**src/include/dtc_defs.vh**
```
/*
 constants for the disk transfer command control block.
 assumes an apb slave with an 8-bit byte address and 32-bit data.
*/
//
// Overview of operation
// - modifier bit 0 set: no completion interrupt for that command
// - bits 7 and 6 on fixed-disk read/write data: direct, bus locked
// - direct mode: one memory access per byte or word moved
// - overrun or late in direct: rewind pointers, rebuffer that sector
// - floppy direct or buffered choice comes from the two floppy straps
// - floppy direct transfers never lock the system bus
// - bits 5 and 7 allow word accesses despite byte-wide strap
// - bit 2 on write commands: every floppy sector gets deleted marker
// - marker precedes data on write; read interprets but drops it
// - bit 7 clear: skip deleted if bit 2 is 0, else skip normal
// - bit 7 set: skip deleted, or with bit 2 stop with code 423
// - skipped sectors read at disk but not stored or counted
// - programmed reset clears pending, deselects, aborts write, unloads
// - first start after clear chains tables from strap address only
// - after chaining, busy byte cleared without posting status
// - overlapped command may post seek-complete or ready status
// - bits 6 and 5 act only with bit 7 and extended strap
// - modifier bit 1 set: no automatic error retries
// - status written only when semaphore zero, else queued and polled
`ifndef DTC_DEFS_VH
`define DTC_DEFS_VH
// ----------------------------------------
// register offsets
// ----------------------------------------
`define DTC_A_CMD     8'h00
`define DTC_A_PARAM   8'h04
`define DTC_A_STAT    8'h08
`define DTC_A_SEM     8'h0C
`define DTC_A_EVT     8'h10
`define DTC_A_CNT     8'h14
`define DTC_A_CHAN    8'h18
// ----------------------------------------
// command and field positions
// ----------------------------------------
`define DTC_CMD_RESET 0
`define DTC_CMD_CLEAR 1
`define DTC_CMD_START 2
`define DTC_PAR_FLOP  16
`define DTC_M_NOIRQ   0
`define DTC_M_NORTRY  1
`define DTC_M_DELAM   2
`define DTC_M_WORD    5
`define DTC_M_DIRECT  6
`define DTC_M_EXT     7
// ----------------------------------------
// opcodes, status codes, table layout
// ----------------------------------------
`define DTC_OP_RD     8'h04
`define DTC_OP_WR     8'h06
`define DTC_OP_RVFY   8'h05
`define DTC_OP_WRBUF  8'h0A
`define DTC_ST_DONE   8'h01
`define DTC_ST_ERR    8'h81
`define DTC_ST_SEEK   8'h02
`define DTC_ST_READY  8'h03
`define DTC_EVT_DEL   16'h0423
`define DTC_BUSY_OFS  24'h00_0001
`define DTC_WAKE_LOW  20'h0_0000
`endif

```
**src/dtc_top.v**
```verilog
/*
 command handling and transfer control of the disk controller.
 assumes an apb master, a table memory port with ack, and a disk
 datapath on pclk giving byte, sector and end pulses.
*/
`timescale 1ns/1ps
`include "dtc_defs.vh"
module dtc_top (
  input  wire        pclk,
  input  wire        presetn,
  input  wire        psel,
  input  wire        penable,
  input  wire        pwrite,
  input  wire [7:0]  paddr,
  input  wire [31:0] pwdata,
  output reg  [31:0] prdata,
  output wire        pready,
  output wire        pslverr,
  input  wire        floppy_transfer_strap_a,
  input  wire        floppy_transfer_strap_b,
  input  wire        word_transfer_strap,
  input  wire [3:0]  wake_strap,
  output wire        mem_req,
  output wire        mem_we,
  output wire [23:0] mem_addr,
  output wire [7:0]  mem_wdata,
  input  wire [23:0] mem_rdata,
  input  wire        mem_ack,
  input  wire        dsk_byte,
  input  wire        dsk_sector_start,
  input  wire        dsk_marker_del,
  input  wire        dsk_sector_end,
  input  wire        dsk_late,
  input  wire        dsk_cmd_end,
  input  wire        seek_done,
  input  wire        drive_ready,
  output wire        dma_req,
  output wire        mem_lock,
  output wire        xfer_word,
  output wire        xfer_direct,
  output wire        marker_del_wr,
  output wire        skip_sector,
  output wire        retry_inhibit,
  output reg         cmd_irq,
  output wire        drv_deselect,
  output wire        write_abort,
  output wire        head_unload
);
  localparam [2:0] S_RST  = 3'd0;
  localparam [2:0] S_IDLE = 3'd1;
  localparam [2:0] S_WAKE = 3'd2;
  localparam [2:0] S_CLRB = 3'd3;
  localparam [2:0] S_RUN  = 3'd4;
  localparam [2:0] S_DONE = 3'd5;

  // ----------------------------------------
  // strap synchronisers
  // ----------------------------------------
  wire [6:0] strap_in;
  reg  [6:0] strap_m_q;
  reg  [6:0] strap_s_q;
  assign strap_in = {wake_strap, word_transfer_strap,
                     floppy_transfer_strap_b, floppy_transfer_strap_a};
  genvar gi;
  generate
    for (gi = 0; gi < 7; gi = gi + 1) begin : g_sync
      always @(posedge pclk or negedge presetn) begin
        if (!presetn) begin
          strap_m_q[gi] <= 1'b0;
          strap_s_q[gi] <= 1'b0;
        end else begin
          strap_m_q[gi] <= strap_in[gi];
          strap_s_q[gi] <= strap_m_q[gi];
        end
      end
    end
  endgenerate
  wire sa_s   = strap_s_q[0];
  wire sb_s   = strap_s_q[1];
  wire word_s = strap_s_q[2];

  // ----------------------------------------
  // state
  // ----------------------------------------
  reg [2:0]  st_q;
  reg        core_rst_q;
  reg        first_q;
  reg        busy_q;
  reg [16:0] param_q;
  reg [7:0]  mod_q;
  reg [7:0]  op_q;
  reg        flop_q;
  reg [23:0] chan_q;
  reg        sem_q;
  reg [7:0]  op_status_q;
  reg [2:0]  pend_q;
  reg        err_q;
  reg [15:0] evt_q;
  reg [15:0] cnt_q;
  reg [15:0] sec_cnt_q;
  reg        recover_q;
  reg        skip_q;

  // ----------------------------------------
  // apb decode
  // ----------------------------------------
  wire setup  = psel & ~penable;
  wire wr_acc = psel & penable & pwrite;
  wire mapped = (paddr == `DTC_A_CMD) | (paddr == `DTC_A_PARAM) |
                (paddr == `DTC_A_STAT) | (paddr == `DTC_A_SEM) |
                (paddr == `DTC_A_EVT) | (paddr == `DTC_A_CNT) |
                (paddr == `DTC_A_CHAN);
  assign pready  = 1'b1;
  assign pslverr = psel & penable & ~mapped;
  wire cmd_wr  = wr_acc & (paddr == `DTC_A_CMD);
  wire do_rst  = cmd_wr & pwdata[`DTC_CMD_RESET];
  wire do_clr  = cmd_wr & pwdata[`DTC_CMD_CLEAR] & ~do_rst;
  wire do_go   = cmd_wr & pwdata[`DTC_CMD_START] & ~core_rst_q;
  wire sem_clr = wr_acc & (paddr == `DTC_A_SEM) & ~pwdata[8];

  // ----------------------------------------
  // modifier decode
  // ----------------------------------------
  wire run    = (st_q == S_RUN);
  wire ext    = mod_q[`DTC_M_EXT] & sa_s;
  wire op_rw  = (op_q == `DTC_OP_RD) | (op_q == `DTC_OP_WR);
  wire op_rd  = (op_q == `DTC_OP_RD) | (op_q == `DTC_OP_RVFY);
  wire op_wr  = (op_q == `DTC_OP_WR) | (op_q == `DTC_OP_WRBUF);
  wire dir_fl = sa_s & sb_s;
  wire dir_hd = ext & mod_q[`DTC_M_DIRECT];
  wire dir_en = op_rw & (flop_q ? dir_fl : dir_hd);
  wire dir_act = run & dir_en & ~recover_q;
  assign xfer_direct = dir_act;
  assign mem_lock    = dir_act & ~flop_q;
  assign xfer_word   = word_s | (ext & mod_q[`DTC_M_WORD]);
  assign marker_del_wr = run & flop_q & op_wr &
                         mod_q[`DTC_M_DELAM];
  assign retry_inhibit = run & mod_q[`DTC_M_NORTRY];
  assign skip_sector   = run & skip_q;
  assign dma_req = dir_act & dsk_byte & ~skip_q;
  assign drv_deselect = core_rst_q;
  assign write_abort  = core_rst_q;
  assign head_unload  = core_rst_q;

  // ----------------------------------------
  // floppy marker filter
  // ----------------------------------------
  wire fl_rd  = run & flop_q & op_rd & dsk_sector_start;
  wire m7     = mod_q[`DTC_M_EXT];
  wire m2     = mod_q[`DTC_M_DELAM];
  wire skip_d = m7 ? (dsk_marker_del & ~m2)
                   : (m2 ? ~dsk_marker_del : dsk_marker_del);
  wire del_stop = fl_rd & m7 & m2 & dsk_marker_del;
  wire cmd_end  = run & (dsk_cmd_end | del_stop);

  // ----------------------------------------
  // status queue and semaphore
  // ----------------------------------------
  wire [2:0] ev_new = {cmd_end, run & seek_done,
                       run & drive_ready};
  wire       can_post = ~sem_q & (pend_q != 3'b000);
  reg  [2:0] post_sel;
  reg  [7:0] post_code;
  always @* begin
    post_sel  = 3'b000;
    post_code = `DTC_ST_DONE;
    if (pend_q[2]) begin
      post_sel  = 3'b100;
      post_code = err_q ? `DTC_ST_ERR : `DTC_ST_DONE;
    end else if (pend_q[1]) begin
      post_sel  = 3'b010;
      post_code = `DTC_ST_SEEK;
    end else if (pend_q[0]) begin
      post_sel  = 3'b001;
      post_code = `DTC_ST_READY;
    end
  end
  wire [2:0] posted = can_post ? post_sel : 3'b000;

  // ----------------------------------------
  // table memory port
  // ----------------------------------------
  assign mem_req   = (st_q == S_WAKE) | (st_q == S_CLRB);
  assign mem_we    = (st_q == S_CLRB);
  assign mem_addr  = (st_q == S_WAKE) ? {strap_s_q[6:3], `DTC_WAKE_LOW}
                     : chan_q + `DTC_BUSY_OFS;
  assign mem_wdata = 8'h00;

  // ----------------------------------------
  // control sequencer
  // ----------------------------------------
  always @(posedge pclk or negedge presetn) begin
    if (!presetn) begin
      st_q        <= S_RST;
      core_rst_q  <= 1'b1;
      first_q     <= 1'b0;
      busy_q      <= 1'b0;
      param_q     <= 17'h0_0000;
      mod_q       <= 8'h00;
      op_q        <= 8'h00;
      flop_q      <= 1'b0;
      chan_q      <= 24'h00_0000;
      sem_q       <= 1'b0;
      op_status_q <= 8'h00;
      pend_q      <= 3'b000;
      err_q       <= 1'b0;
      evt_q       <= 16'h0000;
      cnt_q       <= 16'h0000;
      sec_cnt_q   <= 16'h0000;
      recover_q   <= 1'b0;
      skip_q      <= 1'b0;
      cmd_irq     <= 1'b0;
    end else begin
      cmd_irq <= 1'b0;
      if (wr_acc & (paddr == `DTC_A_PARAM))
        param_q <= pwdata[16:0];
      if (can_post) begin
        sem_q       <= 1'b1;
        op_status_q <= post_code;
        if (post_sel[2])
          cmd_irq <= ~mod_q[`DTC_M_NOIRQ];
      end else if (sem_clr) begin
        sem_q <= 1'b0;
      end
      pend_q <= (pend_q & ~posted) | ev_new;
      if (do_rst) begin
        core_rst_q <= 1'b1;
        pend_q     <= 3'b000;
        cmd_irq    <= 1'b0;
        st_q       <= S_RST;
        skip_q     <= 1'b0;
        recover_q  <= 1'b0;
      end else begin
        case (st_q)
          S_RST: begin
            if (do_clr) begin
              core_rst_q <= 1'b0;
              first_q    <= 1'b1;
              st_q       <= S_IDLE;
            end
          end
          S_IDLE: begin
            if (do_go & first_q) begin
              busy_q <= 1'b1;
              st_q   <= S_WAKE;
            end else if (do_go & ~busy_q) begin
              busy_q    <= 1'b1;
              mod_q     <= param_q[7:0];
              op_q      <= param_q[15:8];
              flop_q    <= param_q[`DTC_PAR_FLOP];
              err_q     <= 1'b0;
              evt_q     <= 16'h0000;
              cnt_q     <= 16'h0000;
              sec_cnt_q <= 16'h0000;
              recover_q <= 1'b0;
              skip_q    <= 1'b0;
              st_q      <= S_RUN;
            end
          end
          S_WAKE: begin
            if (mem_ack) begin
              chan_q <= mem_rdata;
              st_q  <= S_CLRB;
            end
          end
          S_CLRB: begin
            if (mem_ack) begin
              busy_q  <= 1'b0;
              first_q <= 1'b0;
              st_q    <= S_IDLE;
            end
          end
          S_RUN: begin
            if (dsk_sector_start) begin
              sec_cnt_q <= 16'h0000;
              skip_q    <= fl_rd & skip_d;
            end
            if (dsk_late & dir_act) begin
              cnt_q     <= cnt_q - sec_cnt_q;
              sec_cnt_q <= 16'h0000;
              recover_q <= 1'b1;
            end else if (dsk_byte & ~skip_q) begin
              cnt_q     <= cnt_q + 16'h0001;
              sec_cnt_q <= sec_cnt_q + 16'h0001;
            end
            if (dsk_sector_end & ~dsk_late) begin
              recover_q <= 1'b0;
              skip_q    <= 1'b0;
            end
            if (del_stop) begin
              err_q <= 1'b1;
              evt_q <= `DTC_EVT_DEL;
            end
            if (cmd_end)
              st_q <= S_DONE;
          end
          S_DONE: begin
            if (~pend_q[2])
              st_q <= S_CLRB;
          end
          default: st_q <= S_RST;
        endcase
      end
    end
  end

  // ----------------------------------------
  // apb read data
  // ----------------------------------------
  always @(posedge pclk or negedge presetn) begin
    if (!presetn) begin
      prdata <= 32'h0000_0000;
    end else if (setup) begin
      if (paddr == `DTC_A_PARAM)
        prdata <= {15'h0000, param_q};
      else if (paddr == `DTC_A_STAT)
        prdata <= {22'h00_0000, err_q, first_q, skip_q, recover_q,
                   dir_act, core_rst_q, st_q, busy_q};
      else if (paddr == `DTC_A_SEM)
        prdata <= {23'h00_0000, sem_q, op_status_q};
      else if (paddr == `DTC_A_EVT)
        prdata <= {16'h0000, evt_q};
      else if (paddr == `DTC_A_CNT)
        prdata <= {16'h0000, cnt_q};
      else if (paddr == `DTC_A_CHAN)
        prdata <= {8'h00, chan_q};
      else
        prdata <= 32'h0000_0000;
    end
  end
endmodule

```
**config.mk**
```make
export PLATFORM = sky130hd
export DESIGN_NAME = dtc_top
export DESIGN_NICKNAME = d
export VERILOG_FILES = /design/src/dtc_top.v
export VERILOG_INCLUDE_DIRS = /design/src /design/src/include
export SDC_FILE = /design/constraint.sdc
export NUM_CORES = 1
export LEC_CHECK = 0
export BUFFER_PORTS_ARGS = -buffer_cell sky130_fd_sc_hd__buf_2
export CORE_MARGIN = 2
export CORE_UTILIZATION = 45
export DETAILED_ROUTE_END_ITERATION = 8
export PLACE_DENSITY_LB_ADDON = 0.25
export SETUP_SLACK_MARGIN = 0.15
export SKIP_LAST_GASP = 1
export SYNTH_ARGS = -nofsm -noshare
export SYNTH_HDL_FRONTEND = slang
export SYNTH_SLANG_ARGS = --single-unit
```
**constraint.sdc**
```tcl
create_clock -name pclk -period 3.7 [get_ports pclk]
set_clock_uncertainty 0.2 [all_clocks]
set_input_delay 0.74 -clock pclk [delete_from_list [all_inputs] [get_ports pclk]]
set_output_delay 0.74 -clock pclk [all_outputs]
set_load 0.02 [all_outputs]
```
==> results_dict.tcl <==
set metrics [dict create \
    r2r-start "op_q[5]" \
    clk_pin_slew_worst_paths_ns 0.07 \
    detail-route-antenna-nets 0 \
    muxShareOfSynthArea_pct 7.83 \
    synth_top_family_by_area "simple AND/OR/NAND/NOR gates" \
    worst_slew_pin_slew_ns 0.567 \
    num-fill-cells 1543 \
    worst_hold_path_type "input pin to asynchronous set/reset pin" \
    yosysUniqueCellTypes 69 \
    cp_max_fo 8 \
    finalPower_w 0.00517 \
    p_per_area_nw_per_um2 535 \
    hold_buffers 0 \
    slew_headroom_pct 61.2 \
    synth-edff-count 0 \
    seq_area_frac_synth_pct 45.3 \
    synth-simple-area-share_pct 18.5 \
    firstDrtPassIters 5 \
    arrival_ns 3.64 \
    run_status "finished clean" \
    port_buffers 131 \
    die-area_um2 18600 \
    post_drt_via_cell_ratio 5.46 \
    synth_area_leaders "dfrtp_1 (45%), mux2_2 (7.7%), nand2_1 (4.6%)" \
    num_vias 6713 \
    endpoint_kind "flop" \
    synthFlopType "dfrtp_1" \
    synth_xor_area_share_pct 3.88 \
    pin_count 164 \
    avgSynthCellArea_um2 9.42 \
    antenna_found_initial 0 \
    leakagePower_nw 4.61 \
    placed_area_um2 8930 \
    rsz0062_at_grt "true" \
    drv_slew 0 \
    post-dp-hpwl_um 15600 \
    dieWidth_um 136 \
    design_area_um2 9660 \
    initial_core_util_pct 45.8 \
    rows 48 \
    setup_tns_ns 0 \
    htree_levels 4 \
    fmax_ghz 0.288 \
    ir_drop_uv 456 \
    cts_tree "done" \
    cts_num_sinks 143 \
    overflow 0 \
    syn_area_um2 7900 \
    grt_max_degree 60 \
    routedWlPerCell_um 17.0 \
    grt_pass1_vias 6256 \
    yosys_register_bits 143 \
    yosysTopAreaCellShare_pct 45.0 \
    grt_pass1_wl_um 33200 \
    cp-startpoint "op_q[5]" \
    wl_um 20900 \
    gp_congestion 0.853 \
    synth_adder_area_share_pct 3.26 \
    max-cap-violations 0 \
    drive_gt1_share_pct 30.0 \
    netlist_instances 838 \
    n_antenna_cell 0 \
    numCtsBuffers 17 \
    ys_top_cells_by_count "dfrtp_1 (142), nand2_1 (96), nor2_1 (88), o21ai_0 (71), mux2_2 (54)" \
    worst_ep_required_time_ns 3.86 \
    start_kind "flop" \
    period_share_pct 94.0 \
    crit_type "flop to flop" \
    post-synth-top-area-cell "dfrtp_1" \
    setup_viol 0 \
    final_net_count 1097 \
    final_core_util_pct 56.1 \
    min_period_ns 3.48 \
    yosysMostFrequentCell "dfrtp_1" \
    reg2reg_slack_ns 0.22 \
    drtIter0Drc 459 \
    async_reset_ff_share_pct 100 \
    pre_cts_slack_ns 0.0837 \
    synth_compound_area_share_pct 16.2 \
    drc_errors 0 \
    root_buffer "clkbuf_16" \
    yosysWarnings 0 \
    post-route-worst-setup-slack_ns 0.223 \
    syn2layout_area_growth_pct 22.4 \
    hold_violations 0 \
    clk_latency_ns 0.42 \
    grt_use_total_pct 23.2 \
    clk_path_buf_depth 2 \
    floorplan.die.height_um 136 \
    rr_worst_depth 12 \
    core_area_um2 17200 \
]
-- registers in the layout, summed over array words and instances (netlist names), 3 cells and up --
register	count
strap_s_q	4
pend_q	3
param_q	17
chan_q	24
prdata	24
cnt_q	16
st_q	3
mod_q	6
op_status_q	3
strap_m_q	7
op_q	8
sec_cnt_q	16
-- final timing paths --
| kind | to |
|---|---|
| worst min register to register | sa_s |
| max in group asynchronous | drv_deselect |
| worst max register to register | cnt_q[15] |
| worst max-delay path | cnt_q[15] |
| min in group pclk | sa_s |
| worst min-delay path | prdata[1] |
-- cells by family after synthesis --
logic type	count (synthesis)
simple gates	307
compound gates	196
flops	143
buf+inv	80
mux	55
xor+xnor	35
fa+ha+maj	20
other cells	2
-- per-stage QoR --
step / cells / hold slack, ns
final: 1230 / 0.0530
after global routing: 1230 / 0.0899
after CTS: 1224 / 0.0645
after detailed placement: 1191 / 0.135
after global placement: 1191 / 0.131
after floorplan: 853 / 0.131
-- routing by layer --
layer  track usage (%)  share of wire [%]  vias up
met5                 0                  0        -
met4              6.42                1.3        0
met3              4.59                6.8       19
met2              37.6                 48      229
met1              31.6                 44     3195
li1                  -                  -     3270
-- layout make-up --
cell class | instances | area, um2 | share of cell area, %
timing repair buffer | 179 | 1030 | 10.7
tap | 225 | 282 | 2.91
sequential | 143 | 3590 | 37.1
inverter | 21 | 78.8 | 0.816
clock inverter | 12 | 123 | 1.27
clock buffer | 20 | 467 | 4.83
multi-input combinational | 630 | 4090 | 42.3
-- critical path, cell delays in order (launching register included) --
cell and delay (ns):
dfrtp_1 0.39, or4_4 0.57, nor2_4 0.16, nand3_4 0.13, buf_4 0.20, nor2_1 0.09
ha_1 0.30, a2111o_1 0.40, o221ai_2 0.20, a2111o_1 0.19, nand3_1 0.09, or4_1 0.40
nand3_1 0.09
-- power by group --
part / switching, W / internal [W]
Sequential: 0.000230 / 0.00173
Combinational: 0.000871 / 0.000623
Clock: 0.000710 / 0.000995
-- what timing repair did --
item | CTS | global route
endpoints found under the setup margin | 7 | 12
gates resized for setup | 7 | 17
buffers inserted | 1 | 6
cloned | 0 | 0
pin swaps | 2 | 5
-- placed cells by master, fill, tap and decap left out, types with 13 or more instances in the layout --
master       n
dfrtp_1    136
buf_2      130
nand2_1     96
nor2_1      86
o21ai_0     69
mux2_2      54
buf_4       47
a21oi_1     36
nand3_1     24
nand2b_1    23
inv_1       21
xor2_1      20
ha_1        18
conb_1      17
clkbuf_16   17
o31ai_1     16
xnor2_1     15
and3_1      13
Note: power is estimated with default switching activity, not from simulation.
